--- src/shared/tmr_pkg.sv ---
`default_nettype none
package tmr_pkg;
   // ****************************************
   // Register indices on the plain port
   // ****************************************
   localparam logic [2:0] ADDR_CTRL = 3'h0;
   localparam logic [2:0] ADDR_CNT_LO = 3'h1;
   localparam logic [2:0] ADDR_CNT_HI = 3'h2;
   localparam logic [2:0] ADDR_CMP_CFG = 3'h3;
   localparam logic [2:0] ADDR_INT_CTRL = 3'h4;
   localparam logic [2:0] ADDR_PIE = 3'h5;
   localparam logic [2:0] ADDR_PIR = 3'h6;
   localparam logic [2:0] ADDR_ALT = 3'h7;

   // ****************************************
   // Field positions
   // ****************************************
   localparam int BIT_RUN = 0;
   localparam int BIT_SRC = 1;
   localparam int BIT_SYNC_DIS = 2;
   localparam int BIT_LPOSC = 3;
   localparam int BIT_DIV_LO = 4;
   localparam int BIT_DIV_HI = 5;
   localparam int BIT_GATE_EN = 6;
   localparam int BIT_GATE_POL = 7;
   localparam int BIT_FAST = 4;
   localparam int BIT_GSS = 1;
   localparam int BIT_GLOBAL_EN = 7;
   localparam int BIT_PERIPH_EN = 6;
   localparam int BIT_OVF = 0;
   localparam int BIT_GALT = 4;

   // ****************************************
   // Reset values and masks
   // ****************************************
   localparam logic [7:0] CTRL_RST = 8'h00;
   localparam logic [7:0] CMP_CFG_RST = 8'h02;
   localparam logic [7:0] CMP_CFG_MASK = 8'h1b;
   localparam logic [7:0] INT_CTRL_RST = 8'h00;
   localparam logic [7:0] ALT_MASK = 8'h10;
   localparam logic [7:0] BYTE_ZERO = 8'h00;
   localparam logic [15:0] CNT_RST = 16'h0000;
   localparam logic [15:0] CNT_MAX = 16'hffff;

   // ****************************************
   // Divider codes and terminal counts
   // ****************************************
   localparam logic [1:0] DIV_CODE_1 = 2'h0;
   localparam logic [1:0] DIV_CODE_2 = 2'h1;
   localparam logic [1:0] DIV_CODE_4 = 2'h2;
   localparam logic [2:0] PRE_MAX_1 = 3'h0;
   localparam logic [2:0] PRE_MAX_2 = 3'h1;
   localparam logic [2:0] PRE_MAX_4 = 3'h3;
   localparam logic [2:0] PRE_MAX_8 = 3'h7;
   localparam logic [1:0] INSTR_DIV_MAX = 2'h3;

   // Synchroniser lanes
   localparam int SYN_EXT = 0;
   localparam int SYN_LPOSC = 1;
   localparam int SYN_GATE = 2;
   localparam int SYN_GALT = 3;
   localparam int SYN_CMP = 4;
   localparam int SYN_W = 5;
endpackage
`default_nettype wire
--- src/logic/gated_timer.sv ---
// The plain strobed port and the address map are this design's own decisions.
`default_nettype none
module gated_timer
   import tmr_pkg::*;
(
   input wire logic clk_sys,
   input wire logic rst,
   input wire logic clk_en,
   input wire logic [2:0] addr,
   input wire logic [7:0] wdata,
   input wire logic wr_stb,
   input wire logic rd_stb,
   output logic [7:0] rdata,
   input wire logic ext_clock_pin,
   input wire logic lp_osc_clock,
   input wire logic gate_pin,
   input wire logic gate_pin_alt,
   input wire logic comparator_output,
   input wire logic internal_oscillator_no_clock_out,
   input wire logic sleep_mode,
   input wire logic capture_event,
   input wire logic special_event,
   input wire logic [15:0] capture_compare_value,
   output logic [15:0] count_value,
   output logic [15:0] captured_value,
   output logic compare_match,
   output logic lp_osc_active,
   output logic irq_request,
   output logic wake_request,
   output logic vector_branch
);

   // ****************************************
   // State
   // ****************************************
   logic [7:0] ctrl_q;
   logic [7:0] ctrl_d;
   logic [7:0] cmp_cfg_q;
   logic [7:0] cmp_cfg_d;
   logic [7:0] int_ctrl_q;
   logic [7:0] int_ctrl_d;
   logic pie_q;
   logic pie_d;
   logic flag_q;
   logic flag_d;
   logic galt_q;
   logic galt_d;
   logic [15:0] cnt_q;
   logic [15:0] cnt_d;
   logic [2:0] pre_q;
   logic [2:0] pre_d;
   logic [1:0] idiv_q;
   logic [1:0] idiv_d;
   logic arm_q;
   logic arm_d;
   logic ext_prev_q;
   logic [SYN_W-1:0] syn1_q;
   logic [SYN_W-1:0] syn2_q;
   logic [7:0] rdata_q;
   logic [15:0] cap_q;
   logic match_q;

   // ****************************************
   // Register decode
   // ****************************************
   wire wr_ctrl = wr_stb && (addr == ADDR_CTRL);
   wire wr_lo = wr_stb && (addr == ADDR_CNT_LO);
   wire wr_hi = wr_stb && (addr == ADDR_CNT_HI);
   wire wr_cmp = wr_stb && (addr == ADDR_CMP_CFG);
   wire wr_int = wr_stb && (addr == ADDR_INT_CTRL);
   wire wr_pie = wr_stb && (addr == ADDR_PIE);
   wire wr_pir = wr_stb && (addr == ADDR_PIR);
   wire wr_alt = wr_stb && (addr == ADDR_ALT);
   wire wr_cnt = wr_lo || wr_hi;

   // Byte reads come from the live counter, so each byte is self-consistent
   wire [7:0] rd_mux =
      (addr == ADDR_CTRL) ? ctrl_q :
      (addr == ADDR_CNT_LO) ? cnt_q[7:0] :
      (addr == ADDR_CNT_HI) ? cnt_q[15:8] :
      (addr == ADDR_CMP_CFG) ? cmp_cfg_q :
      (addr == ADDR_INT_CTRL) ? int_ctrl_q :
      (addr == ADDR_PIE) ? {7'h00, pie_q} :
      (addr == ADDR_PIR) ? {7'h00, flag_q} :
      (galt_q ? ALT_MASK : BYTE_ZERO);

   // ****************************************
   // Control fields
   // ****************************************
   wire run_en = ctrl_q[BIT_RUN];
   wire ext_sel = ctrl_q[BIT_SRC];
   wire sync_dis = ctrl_q[BIT_SYNC_DIS];
   wire gate_en = ctrl_q[BIT_GATE_EN];
   wire gate_pol = ctrl_q[BIT_GATE_POL];
   wire [1:0] div_sel = ctrl_q[BIT_DIV_HI:BIT_DIV_LO];
   wire fast_sel = cmp_cfg_q[BIT_FAST];
   wire gss = cmp_cfg_q[BIT_GSS];

   // ****************************************
   // Clock source selection
   // ****************************************
   // Oscillator runs only behind the internal oscillator without clock out
   assign lp_osc_active = ctrl_q[BIT_LPOSC] && internal_oscillator_no_clock_out;
   wire ext_level = lp_osc_active ? syn2_q[SYN_LPOSC] : syn2_q[SYN_EXT];
   wire ext_rise = ext_level && !ext_prev_q;
   wire ext_fall = !ext_level && ext_prev_q;
   wire instr_tick = (idiv_q == INSTR_DIV_MAX);
   wire int_tick = fast_sel ? 1'b1 : instr_tick;
   // Pin source counts rising edges only once armed by a falling edge
   wire src_tick = ext_sel ? (ext_rise && arm_q) : int_tick;

   // ****************************************
   // Gate and run qualification
   // ****************************************
   wire gate_raw = gss ? (galt_q ? syn2_q[SYN_GALT] : syn2_q[SYN_GATE])
                       : syn2_q[SYN_CMP];
   wire gate_act = gate_pol ? gate_raw : !gate_raw;
   wire count_on = run_en && (!gate_en || gate_act);
   // Sync-disable is looked at only with the external source
   wire async_ext = ext_sel && sync_dis;
   wire sleep_ok = !sleep_mode || async_ext;
   wire step = src_tick && count_on && sleep_ok;

   // ****************************************
   // Prescaler
   // ****************************************
   wire [2:0] pre_max =
      (div_sel == DIV_CODE_1) ? PRE_MAX_1 :
      (div_sel == DIV_CODE_2) ? PRE_MAX_2 :
      (div_sel == DIV_CODE_4) ? PRE_MAX_4 : PRE_MAX_8;
   wire pre_wrap = (pre_q == pre_max);
   wire inc = step && pre_wrap;
   wire ovf_set = inc && (cnt_q == CNT_MAX);

   // ****************************************
   // Next-state logic
   // ****************************************
   always_comb begin
      ctrl_d = wr_ctrl ? wdata : ctrl_q;
      cmp_cfg_d = wr_cmp ? (wdata & CMP_CFG_MASK) : cmp_cfg_q;
      int_ctrl_d = wr_int ? wdata : int_ctrl_q;
      pie_d = wr_pie ? wdata[BIT_OVF] : pie_q;
      galt_d = wr_alt ? wdata[BIT_GALT] : galt_q;
      idiv_d = idiv_q + 2'h1;
   end

   // Hardware set wins over a same-cycle software clear
   always_comb begin
      flag_d = flag_q;
      if (wr_pir) begin
         flag_d = wdata[BIT_OVF];
      end
      if (ovf_set) begin
         flag_d = 1'b1;
      end
   end

   // Byte writes take priority over both clear and increment
   always_comb begin
      cnt_d = cnt_q;
      if (wr_lo) begin
         cnt_d = {cnt_q[15:8], wdata};
      end else if (wr_hi) begin
         cnt_d = {wdata, cnt_q[7:0]};
      end else if (special_event) begin
         cnt_d = CNT_RST;
      end else if (inc) begin
         cnt_d = cnt_q + 16'h0001;
      end
   end

   always_comb begin
      pre_d = pre_q;
      if (wr_cnt) begin
         pre_d = PRE_MAX_1;
      end else if (step) begin
         pre_d = pre_wrap ? PRE_MAX_1 : (pre_q + 3'h1);
      end
   end

   // Disarm after a counter byte write, or while stopped with the pin high
   always_comb begin
      arm_d = arm_q;
      if (wr_cnt || (!run_en && ext_level)) begin
         arm_d = 1'b0;
      end else if (ext_fall) begin
         arm_d = 1'b1;
      end
   end

   // ****************************************
   // Registers
   // ****************************************
   // Only power-on reset exists here, so control always starts cleared
   always_ff @(posedge clk_sys or posedge rst) begin
      if (rst) begin
         ctrl_q <= CTRL_RST;
      end else if (clk_en) begin
         ctrl_q <= ctrl_d;
      end
   end

   // Unused bits are masked at the write and read back as zero
   always_ff @(posedge clk_sys or posedge rst) begin
      if (rst) begin
         cmp_cfg_q <= CMP_CFG_RST;
      end else if (clk_en) begin
         cmp_cfg_q <= cmp_cfg_d;
      end
   end

   // All bits stored; only the two enables are used here
   always_ff @(posedge clk_sys or posedge rst) begin
      if (rst) begin
         int_ctrl_q <= INT_CTRL_RST;
      end else if (clk_en) begin
         int_ctrl_q <= int_ctrl_d;
      end
   end

   // Only the overflow bits of the enable and flag bytes exist
   always_ff @(posedge clk_sys or posedge rst) begin
      if (rst) begin
         pie_q <= 1'b0;
      end else if (clk_en) begin
         pie_q <= pie_d;
      end
   end

   // Cleared only by software; overflow may set it again in the same cycle
   always_ff @(posedge clk_sys or posedge rst) begin
      if (rst) begin
         flag_q <= 1'b0;
      end else if (clk_en) begin
         flag_q <= flag_d;
      end
   end

   // Alternate gate pin choice lives in its own index
   always_ff @(posedge clk_sys or posedge rst) begin
      if (rst) begin
         galt_q <= 1'b0;
      end else if (clk_en) begin
         galt_q <= galt_d;
      end
   end

   // Cleared at reset for determinism; software should still load it
   always_ff @(posedge clk_sys or posedge rst) begin
      if (rst) begin
         cnt_q <= CNT_RST;
      end else if (clk_en) begin
         cnt_q <= cnt_d;
      end
   end

   // Hidden prescaler, never visible on the bus
   always_ff @(posedge clk_sys or posedge rst) begin
      if (rst) begin
         pre_q <= PRE_MAX_1;
      end else if (clk_en) begin
         pre_q <= pre_d;
      end
   end

   // Free-running divide by four, so its phase is not tied to run enable
   always_ff @(posedge clk_sys or posedge rst) begin
      if (rst) begin
         idiv_q <= 2'h0;
      end else if (clk_en) begin
         idiv_q <= idiv_d;
      end
   end

   // Pin clock stays disarmed until a falling edge is seen
   always_ff @(posedge clk_sys or posedge rst) begin
      if (rst) begin
         arm_q <= 1'b0;
      end else if (clk_en) begin
         arm_q <= arm_d;
      end
   end

   // Pins are foreign to clk_sys; only the second stage is read
   always_ff @(posedge clk_sys or posedge rst) begin
      if (rst) begin
         syn1_q <= '0;
         syn2_q <= '0;
      end else if (clk_en) begin
         syn1_q <= {comparator_output, gate_pin_alt, gate_pin, lp_osc_clock, ext_clock_pin};
         syn2_q <= syn1_q;
      end
   end

   // Resets low like an idle pin, so no false edge follows reset
   always_ff @(posedge clk_sys or posedge rst) begin
      if (rst) begin
         ext_prev_q <= 1'b0;
      end else if (clk_en) begin
         ext_prev_q <= ext_level;
      end
   end

   // ****************************************
   // Read port and time base outputs
   // ****************************************
   // Zero outside its slot, so a stray strobe is easy to spot
   always_ff @(posedge clk_sys or posedge rst) begin
      if (rst) begin
         rdata_q <= BYTE_ZERO;
      end else if (clk_en) begin
         rdata_q <= rd_stb ? rd_mux : BYTE_ZERO;
      end
   end

   // Capture samples the live counter on every clock edge while capture_event is high
   always_ff @(posedge clk_sys or posedge rst) begin
      if (rst) begin
         cap_q <= CNT_RST;
      end else if (clk_en) begin
         cap_q <= capture_event ? cnt_q : cap_q;
      end
   end

   // Match lags the counter by one cycle; a trigger clears on the next edge
   always_ff @(posedge clk_sys or posedge rst) begin
      if (rst) begin
         match_q <= 1'b0;
      end else if (clk_en) begin
         match_q <= (capture_compare_value == cnt_q);
      end
   end

   assign rdata = rdata_q;
   assign count_value = cnt_q;
   assign captured_value = cap_q;
   assign compare_match = match_q;

   // ****************************************
   // Interrupt and wake requests
   // ****************************************
   // Requests are levels built from registers; the core decides what to do
   wire periph_req = flag_q && pie_q && int_ctrl_q[BIT_PERIPH_EN];
   assign irq_request = periph_req && int_ctrl_q[BIT_GLOBAL_EN];
   // Wake ignores the global enable; it only picks vector or next instruction
   assign wake_request = sleep_mode && periph_req && run_en;
   assign vector_branch = wake_request && int_ctrl_q[BIT_GLOBAL_EN];

endmodule
`default_nettype wire

--- config.mk ---
export PLATFORM = sky130hd
export DESIGN_NAME = gated_timer
export DESIGN_NICKNAME = d
export VERILOG_FILES = /design/src/shared/tmr_pkg.sv /design/src/logic/gated_timer.sv
export SDC_FILE = /design/constraint.sdc
export NUM_CORES = 1
export LEC_CHECK = 0
export BUFFER_PORTS_ARGS = -buffer_cell sky130_fd_sc_hd__buf_2
export CORE_ASPECT_RATIO = 1.2
export CORE_UTILIZATION = 46
export DETAILED_ROUTE_END_ITERATION = 7
export PLACE_DENSITY = 0.71
export SETUP_SLACK_MARGIN = 0.4
export SLEW_MARGIN = 10
export SYNTH_ARGS = -nofsm -noshare
export SYNTH_HDL_FRONTEND = slang
export SYNTH_SLANG_ARGS = --single-unit
--- constraint.sdc ---
create_clock -name clk_sys -period 2.85 [get_ports clk_sys]
set_input_delay 0.4275 -clock clk_sys [delete_from_list [all_inputs] [get_ports clk_sys]]
set_output_delay 0.4275 -clock clk_sys [all_outputs]
set_load 0.005 [all_outputs]
==> results of run 1 <==
## state kept, by name, summed over array words and instances, names as in the netlist, 2 cells and up
register	cells
captured_value	16
count_value	16
ctrl_q	8
int_ctrl_q	8
rdata	8
syn1_q	5
syn2_q	5
cmp_cfg_q	4
pre_q	3
idiv_q	2
## per-stage QoR
step	setup slack [ns]	area, um2	instances	utilization (%)
final	0.651	5300	653	55.7
after global routing	0.455	5290	652	55.6
after CTS	0.681	5290	652	55.6
after detailed placement	0.463	5040	638	53.0
after global placement	0.522	5040	638	53.0
after floorplan	0.930	4490	448	-
## layout make-up
| type | instances | area [um2] |
|---|---|---|
| multi-input combinational | 315 | 2250 |
| antenna | 1 | 2.50 |
| inverter | 23 | 90.1 |
| fill | 856 | 4220 |
| tap | 123 | 154 |
| clock buffer | 10 | 229 |
| clock inverter | 4 | 22.5 |
| sequential | 81 | 2030 |
| timing repair buffer | 96 | 520 |
## cell families (layout without fill, tap and decap cells)
group | count (synthesis) | count (layout) | synth area share [%]
xor gates and xnor gates | 20 | 20 | 3.90
buffers and inverters | 52 | 133 | 4.74
other | 0 | 1 | 0
muxes | 53 | 53 | 13.2
DFF | 81 | 81 | 45.2
adders and majority gates | 3 | 3 | 0.836
AOI/OAI and AO/OA | 116 | 116 | 18.3
and+or+nand+nor | 123 | 123 | 14.0
## placed cells by master, fill, tap and decap left out, types with 7 or more instances in the layout
| cell type | netlist | routed |
|---|---|---|
| o21ai_0 | 33 | 33 |
| nand3_1 | 15 | 15 |
| a22oi_1 | 7 | 7 |
| a21oi_1 | 13 | 13 |
| nand4_1 | 10 | 10 |
| buf_2 | 6 | 85 |
| buf_4 | 0 | 10 |
| mux2_2 | 48 | 48 |
| inv_1 | 23 | 22 |
| a21boi_0 | 7 | 7 |
| nor2_1 | 19 | 19 |
| dfrtp_1 | 80 | 80 |
| nand2_1 | 45 | 45 |
| xnor2_1 | 18 | 18 |
| clkbuf_16 | 0 | 9 |
## critical path: stages, from the launching register on
cell and delay (ns):
dfrtp_1 0.44, a21bo_1 0.21, a221oi_2 0.23, o32a_2 0.26
nand4b_2 0.34, o41ai_1 0.33, o2bb2a_1 0.27
## metal layers
layer  share of wire, %  vias up  wire (um)  GRT usage (%)
li1                   -     1796          -              -
met1                 41     1873       5130           31.9
met2                 49      185       6110           44.0
met3                6.5       31        811           3.16
met4                2.8        0        352           12.1
met5                  0        -          0              0
## worst max path at each step
stage	from	endpoint	slack, ns	cells after the start
after floorplan	internal_oscillator_no_clock_out	count_value[0]	0.93	6
after global placement	addr[2]	count_value[12]	0.52	6
after detailed placement	addr[2]	count_value[12]	0.46	6
after CTS	ctrl_q[5]	count_value[12]	0.68	6
after global routing	idiv_q[0]	count_value[8]	0.46	7
final	ctrl_q[3]	count_value[8]	0.65	6
## power groups by stage
stage                     logic, W  clock network (W)  registers, W
after global placement    0.000658                  0       0.00155
after global routing      0.000752            0.00108       0.00157
after detailed placement  0.000674                  0       0.00156
final                     0.000678            0.00101       0.00155
after floorplan           0.000472                  0       0.00149
after CTS                 0.000679            0.00102       0.00154
==> impl_results.md, run 1 <==
* Status: completed
* Synth Cell Area at 4490 um2
* Root Driver: clkbuf_16
* Final ANT Viol Nets at 0
* YS warnings at 0
* Synth top area share at 44.6%
* Area Overhead vs Synth at 17.9%
* Die W at 92.2 um
* Cell with the most instances after synthesis: dfrtp_1
* PD cells at 611 nW/um2
* Synth Register Bits at 81
* Mean Syn Cell Area at 10.0 um2
* Fraction of layout cells with a size suffix above 1 at 31.8%
* Hpwl dp at 9120 um
* DR iter-0 viols at 272
* Post-synth EDFFs at 0
* CORE AREA at 9520 um2
* Vias at 3,885
* Number of global-route vias before repair at 3,736
* Slew headroom at 46.9%
* DR WL/cell at 19.0 um
* Largest net degree at the start of global routing at 47
* Io pins at 86
* Vias per cell at 5.95
* Switching Power at 0.000978 W
* Tot Pwr at 0.00324 W
* Internal power at 0.00226 W
* Syn Inst Count at 448
* DIE AREA at 10,200 um2
* Starting density of the core at 47.2%
* Die Y at 110 um
* Post-CTS Hold Fix Bufs at 0
* Most frequent cells after synthesis: dfrtp_1, mux2_2, nand2_1
* Gate power share at 20.9%
* Worst Path Max Fanout at 14
* Worst endpoint required time at 3.06 ns
* Top FF cell, synth: dfrtp_1
* Inserted Clock Buffers at 9
* Row cnt at 39
* Clock power frac at 31.3%
* Flop2flop setup slack at 0.65 ns
* Sequential share of power at 47.8%
* Residual DRC at 0
* Placer congestion estimate at 0.917
* All-Layer GR Usage at 25.5%
* Worst r2r path cells at 6
* Initial antenna violation count at 0
* Area leader, netlist: dfrtp_1
* 1st-pass router iterations at 6
* Final min period at 2.20 ns
* Arrival time at the worst endpoint at 2.41 ns
* Total Routed Length at 12,400 um
* CTS tree: yes
* Postcts setup bufs at 0
* Final clock skew at 0.00419 ns
* Crit start category: register
* Clock Path Buffers at 2
* Peak VDD IR at 0.000395 V
* Leak at 2.41 nW
* Crit. End Element: register
* Sw Ratio at 30.2%
* Port bufs at 85
* CTS sink cnt at 81
* Crit Path Class: reg -> reg
* Nets at 570
* Post-route setup TNS at 0 ns
* Ranking of synthesized cells by area: dfrtp_1, mux2_2, nand2_1
* Post-synth net total at 492
* Yosys cell types at 65
* R2r startpoint: ctrl_q[3]
* HP Class: in -> async
* Crit share post-route at 77.2%
* Worst R2R End: count_value[8]
* First-pass GRT wire length at 19,400 um
* Total gr overflow at 0
* Clock transition at path regs at 0.06 ns
* Final hold slack at 0.230 ns
* CTS resizes at 0
* Share of flip-flops with an asynchronous set or reset at 100%
* Worst-Margin Slew at 0.795 ns
* Max Slew Vio Count at 0
* Max-Cap Viols at 0
* Register area share after synthesis at 45.2%
* Final Hold Vio Count at 0
* Worst-Skew Late Latency at 0.34 ns
* Unrepaired setup endpoints after global routing: false
* F_max at 455 MHz
* H-tree level count at 3
* Final setup viols at 0
Note: power is estimated with default switching activity, not from simulation.
==> run 2: changes to the inputs <==
clock period = 2.1 ns   (was 2.85 ns; I/O delays follow)
==> run 2 against run 1 <==
Global-route usage increased by 2.1 points. First-iteration DRC count is 26% lower. Wire length rose by 6.7%. Core utilization increased by 5.0 points. Register-to-register slack worse by 0.52 ns.
==> impl_results.md, run 2 (same netlist as run 1, synthesis figures left out) <==
* Ant. Diodes at 0
* Unrepaired setup endpoints after global routing: true
* Crit start category: register
* Placer congestion estimate at 0.899
* Sequential share of power at 42.7%
* Leak at 2.68 nW
* CTS tree: yes
* Nets at 601
* PnR worst setup slack at 0.130 ns
* CP max-delay cell: dfrtp_1
* DIE AREA at 10,200 um2
* Final ANT Viol Nets at 0
* Post-place setup slack at 0.000388 ns
* CORE AREA at 9520 um2
* Vias per cell at 5.92
* 1st-pass router iterations at 4
* Total Routed Length at 13,200 um
* Hpwl dp at 9750 um
* Post-route setup TNS at 0 ns
* Crit Path Class: reg -> reg
* Row cnt at 39
* Crit share post-route at 93.8%
* Tot Pwr at 0.00481 W
* Final Hold Vio Count at 0
* Crit. End Element: register
* Crit path largest cell delay at 0.41 ns
* Internal power at 0.00333 W
* Residual DRC at 0
* DR WL/cell at 19.3 um
* Switching Power at 0.00148 W
* Fraction of layout cells with a size suffix above 1 at 40.2%
* Final clock skew at 0.00960 ns
* Gate power share at 23.8%
* Io pins at 86
* Clock power frac at 33.5%
* Commonest non-fill, non-tap cell in the layout: buf_2
* Final setup viols at 0
* Port bufs at 85
* Max-Cap Viols at 0
* Post-CTS Hold Fix Bufs at 0
* Worst-Skew Late Latency at 0.35 ns
* Largest net degree at the start of global routing at 37
* Total gr overflow at 0
* HP Class: in -> async
* Vias at 4,058
* Worst endpoint required time at 2.33 ns
* Layout Cells excl Fill at 685
* Multi-input logic area at 2430 um2
* Final min period at 1.97 ns
* DR iter-0 viols at 201
* All-Layer GR Usage at 27.6%
* Clock Path Buffers at 2
* Initial antenna violation count at 0
* Arrival time at the worst endpoint at 2.20 ns
* Slew headroom at 53.7%
* Placed Cells at 660
* Max Slew Vio Count at 0
* Inserted Clock Buffers at 9
* Area Overhead vs Synth at 28.5%
* Worst Path Max Fanout at 5
* Most frequent cells in the layout: buf_2, dfrtp_1, mux2_2, nand2_1, buf_4
* Reg area at 2030 um2
* Status: completed
* F_max at 508 MHz
* H-tree level count at 3
* Die Y at 110 um
* Starting density of the core at 47.2%
* Worst-Margin Slew at 0.694 ns
* # fillers at 842
* PD cells at 834 nW/um2
* Die W at 92.2 um
* CTS sink cnt at 81
* First-pass GRT wire length at 20,900 um
* Clock transition at path regs at 0.07 ns
* Root Driver: clkbuf_16
* Crit path cell chain: a21bo_1 > a221oi_2 > o32a_4 > nand3_4 > a21oi_4 > mux2_4
* Number of global-route vias before repair at 4,082
* Peak VDD IR at 0.000573 V
* Sw Ratio at 30.7%
[run 2: changes by cell type in the layout (fill, tap and decap cells not counted), sizes merged]
cell      before  now
diode          1    0
bufinv         0    1
inv           22   26
clkbuf        10    9
buf           96  127
clkinv         3    2
clkinvlp       2    1
[run 2: layout make-up]
cell class	count	share of cell area, %
clock buffer	9	3.90
clock inverter	7	1.30
inverter	23	1.56
multi-input combinational	315	42.2
sequential	81	35.2
tap	123	2.67
timing repair buffer	127	13.2
[run 2: path summary, 6_finish.rpt]
kind,start,to,slack [ns],cells past startpoint
worst min register to register,captured_value[2],captured_value[2],0.50,2
max in group asynchronous,rst,count_value[0],1.43,3
worst max register to register,ctrl_q[3],count_value[1],0.13,6
worst min-delay path,rst,cmp_cfg_q[0],0.07,2
min in group clk_sys,ext_clock_pin,syn1_q[0],0.20,2
worst max-delay path,ctrl_q[3],count_value[1],0.13,6
[run 2: repair_timing]
action | CTS | global route
cloned | 0 | 0
setup buffers | 7 | 2
pin swaps | 10 | 7
endpoints found under the setup margin | 20 | 20
gates resized for setup | 21 | 13
[run 2: per-stage QoR]
stage                     util [%]  hold slack, ns  area [um2]
after floorplan                  -           0.432        4540
after global placement        55.1           0.450        5240
after detailed placement      55.1           0.462        5240
after CTS                     59.8          0.0930        5690
after global routing          60.7           0.138        5770
final                         60.7          0.0697        5770
[run 2: layer usage]
| metal | vias to the layer above | wire [um] | track usage (%) |
|---|---|---|---|
| met5 | - | 0 | 0 |
| met4 | 0 | 450 | 14.0 |
| met3 | 43 | 803 | 4.66 |
| met2 | 190 | 6560 | 49.4 |
| met1 | 1968 | 5430 | 32.1 |
| li1 | 1857 | - | - |
[run 2: critical path, delay by kind of cell, from the launching register on]
family	cells	cell delay (ns)
AND/OR/NAND/NOR	1	0.13
multiplexers	1	0.33
AO/OA/AOI/OAI	4	0.98
flip-flops	1	0.41
[run 2: power by group through the flow]
stage | logic (W) | registers, W | clock network (W)
after detailed placement | 0.00105 | 0.00207 | 0
final | 0.00115 | 0.00206 | 0.00161
after global placement | 0.00101 | 0.00206 | 0
after global routing | 0.00126 | 0.00209 | 0.00168
after floorplan | 0.000655 | 0.00202 | 0
after CTS | 0.00113 | 0.00205 | 0.00163
==> run 3: changes to the inputs <==
--- a/constraint.sdc
+++ b/constraint.sdc
@@ -3,2 +3,2 @@
 set_output_delay 0.315 -clock clk_sys [all_outputs]
-set_load 0.005 [all_outputs]
+set_load 0.01 [all_outputs]
==> run 3 against run 2 <==
Via count shrank 0.76%. Critical path depth grew 1. Worst setup slack better by 0.073 ns. Sequential share of layout area decreased by 0.071 points. Clock-buffer cell count stayed put. Wire length up 0.68%. Highest routed layer unchanged.
==> impl_results.md, run 3 (same netlist as run 1, synthesis figures left out) <==
* Vias per cell at 5.85
* Slew headroom at 70.8%
* Most frequent cells in the layout: buf_2, dfrtp_1, mux2_2, nand2_1, buf_4
* Area Overhead vs Synth at 28.9%
* Number of global-route vias before repair at 3,967
* CTS sink cnt at 81
* Die W at 92.2 um
* Final setup viols at 0
* Port bufs at 85
* Io pins at 86
* Crit path largest cell delay at 0.39 ns
* Placer congestion estimate at 0.932
* CORE AREA at 9520 um2
* Worst Path Max Fanout at 6
* Crit path cell chain: a21bo_1 > a221oi_2 > o32a_2 > nand4b_4 > buf_6 > o31ai_2 > a22oi_1
* CTS tree: yes
* Arrival time at the worst endpoint at 2.12 ns
* Crit start category: register
* Worst-Skew Late Latency at 0.35 ns
* Clock power frac at 34.9%
* Sw Ratio at 30.4%
* Final min period at 1.90 ns
* Switching Power at 0.00151 W
* Tot Pwr at 0.00497 W
* Residual DRC at 0
* Max Slew Vio Count at 0
* Post-layout instance area at 5790 um2
* Placement Cell Area at 5280 um2
* Total Routed Length at 13,300 um
* Sequential share of power at 41.4%
* Unrepaired setup endpoints after global routing: true
* Row cnt at 39
* DIE AREA at 10,200 um2
* Vias at 4,027
* All-Layer GR Usage at 27.6%
* Total gr overflow at 0
* Nets at 604
* Crit. End Element: register
* Clock Path Buffers at 2
* Clock transition at path regs at 0.07 ns
* HP Class: in -> reg
* CP max-delay cell: dfrtp_1
* Crit Path Class: reg -> reg
* Status: completed
* 1st-pass router iterations at 5
* Internal power at 0.00346 W
* Starting density of the core at 47.2%
* Leak at 2.63 nW
* DR iter-0 viols at 277
* Die Y at 110 um
* Worst endpoint required time at 2.33 ns
* Worst-Margin Slew at 0.437 ns
* Gate power share at 23.7%
* Ant. Diodes at 0
* DR WL/cell at 19.4 um
* Final Hold Vio Count at 0
* Final ANT Viol Nets at 0
* Initial antenna violation count at 0
* Peak VDD IR at 0.000560 V
* Fraction of layout cells with a size suffix above 1 at 40.0%
* Max-Cap Viols at 0
* First-pass GRT wire length at 20,800 um
* Hpwl dp at 9600 um
* H-tree level count at 3
* Final clock skew at 0.0100 ns
* PD cells at 858 nW/um2
* Root Driver: clkbuf_16
* Commonest non-fill, non-tap cell in the layout: buf_2
* F_max at 527 MHz
* Crit share post-route at 90.3%
* Largest net degree at the start of global routing at 49
* Inserted Clock Buffers at 9
* Post-route setup TNS at 0 ns
[run 3: power groups by stage]
stage | Clock, W | Sequential [W] | Combinational, W
after floorplan | 0 | 0.00206 | 0.000649
after global placement | 0 | 0.00206 | 0.00104
after detailed placement | 0 | 0.00208 | 0.00106
after CTS | 0.00174 | 0.00205 | 0.00116
after global routing | 0.00181 | 0.00209 | 0.00128
final | 0.00173 | 0.00206 | 0.00118
[run 3: worst paths after layout]
kind | slack (ns) | startpoint | end | cells past startpoint
setup / recovery | 0.20 | ctrl_q[3] | count_value[9] | 7
hold / removal | 0.19 | ext_clock_pin | syn1_q[0] | 2
setup reg to reg | 0.20 | ctrl_q[3] | count_value[9] | 7
hold reg to reg | 0.48 | captured_value[5] | captured_value[5] | 2
max in group asynchronous | 1.08 | rst | count_value[0] | 4
min in group asynchronous | 0.43 | rst | pre_q[2] | 3
[run 3: layout make-up]
type / instances / area [um2]
flip-flops and latches: 81 / 2030
clock buffers: 9 / 225
inverters: 23 / 90.1
clock inverters: 7 / 101
multi-input cells: 315 / 2380
well taps: 123 / 154
repair buffers: 130 / 806
fillers: 795 / 3720
[run 3: metrics by stage]
stage / instances / hold WS [ns] / setup WS [ns] / utilization (%)
after floorplan: 448 / 0.432 / 0.288 / -
after global placement: 664 / 0.243 / 0.0694 / 55.5
after detailed placement: 664 / 0.245 / 0.0453 / 55.5
after CTS: 686 / 0.193 / 0.222 / 60.7
after global routing: 688 / 0.191 / 0.0946 / 60.9
final: 688 / 0.193 / 0.204 / 60.9
[run 3: timing repair]
item | CTS | global route
resized for setup | 30 | 0
setup endpoints to repair | 20 | 20
hold endpoints to repair | 5 | 0
hold buffers | 1 | 0
buffers inserted | 5 | 2
pin swaps | 18 | 3
[run 3: worst max-delay path: cells and delay by family (launching register included)]
kind | cells | cell delay (ns)
compound gates | 5 | 1.02
flops | 1 | 0.39
simple gates | 1 | 0.18
buf+inv | 1 | 0.18
[run 3: metal layers]
layer | global-route usage (%) | part of all wire (%) | up-vias
met1 | 33.1 | 40 | 1971
met4 | 11.6 | 2.7 | 0
li1 | - | - | 1852
met3 | 4.94 | 6.0 | 30
met5 | 0 | 0 | -
met2 | 49.0 | 51 | 174
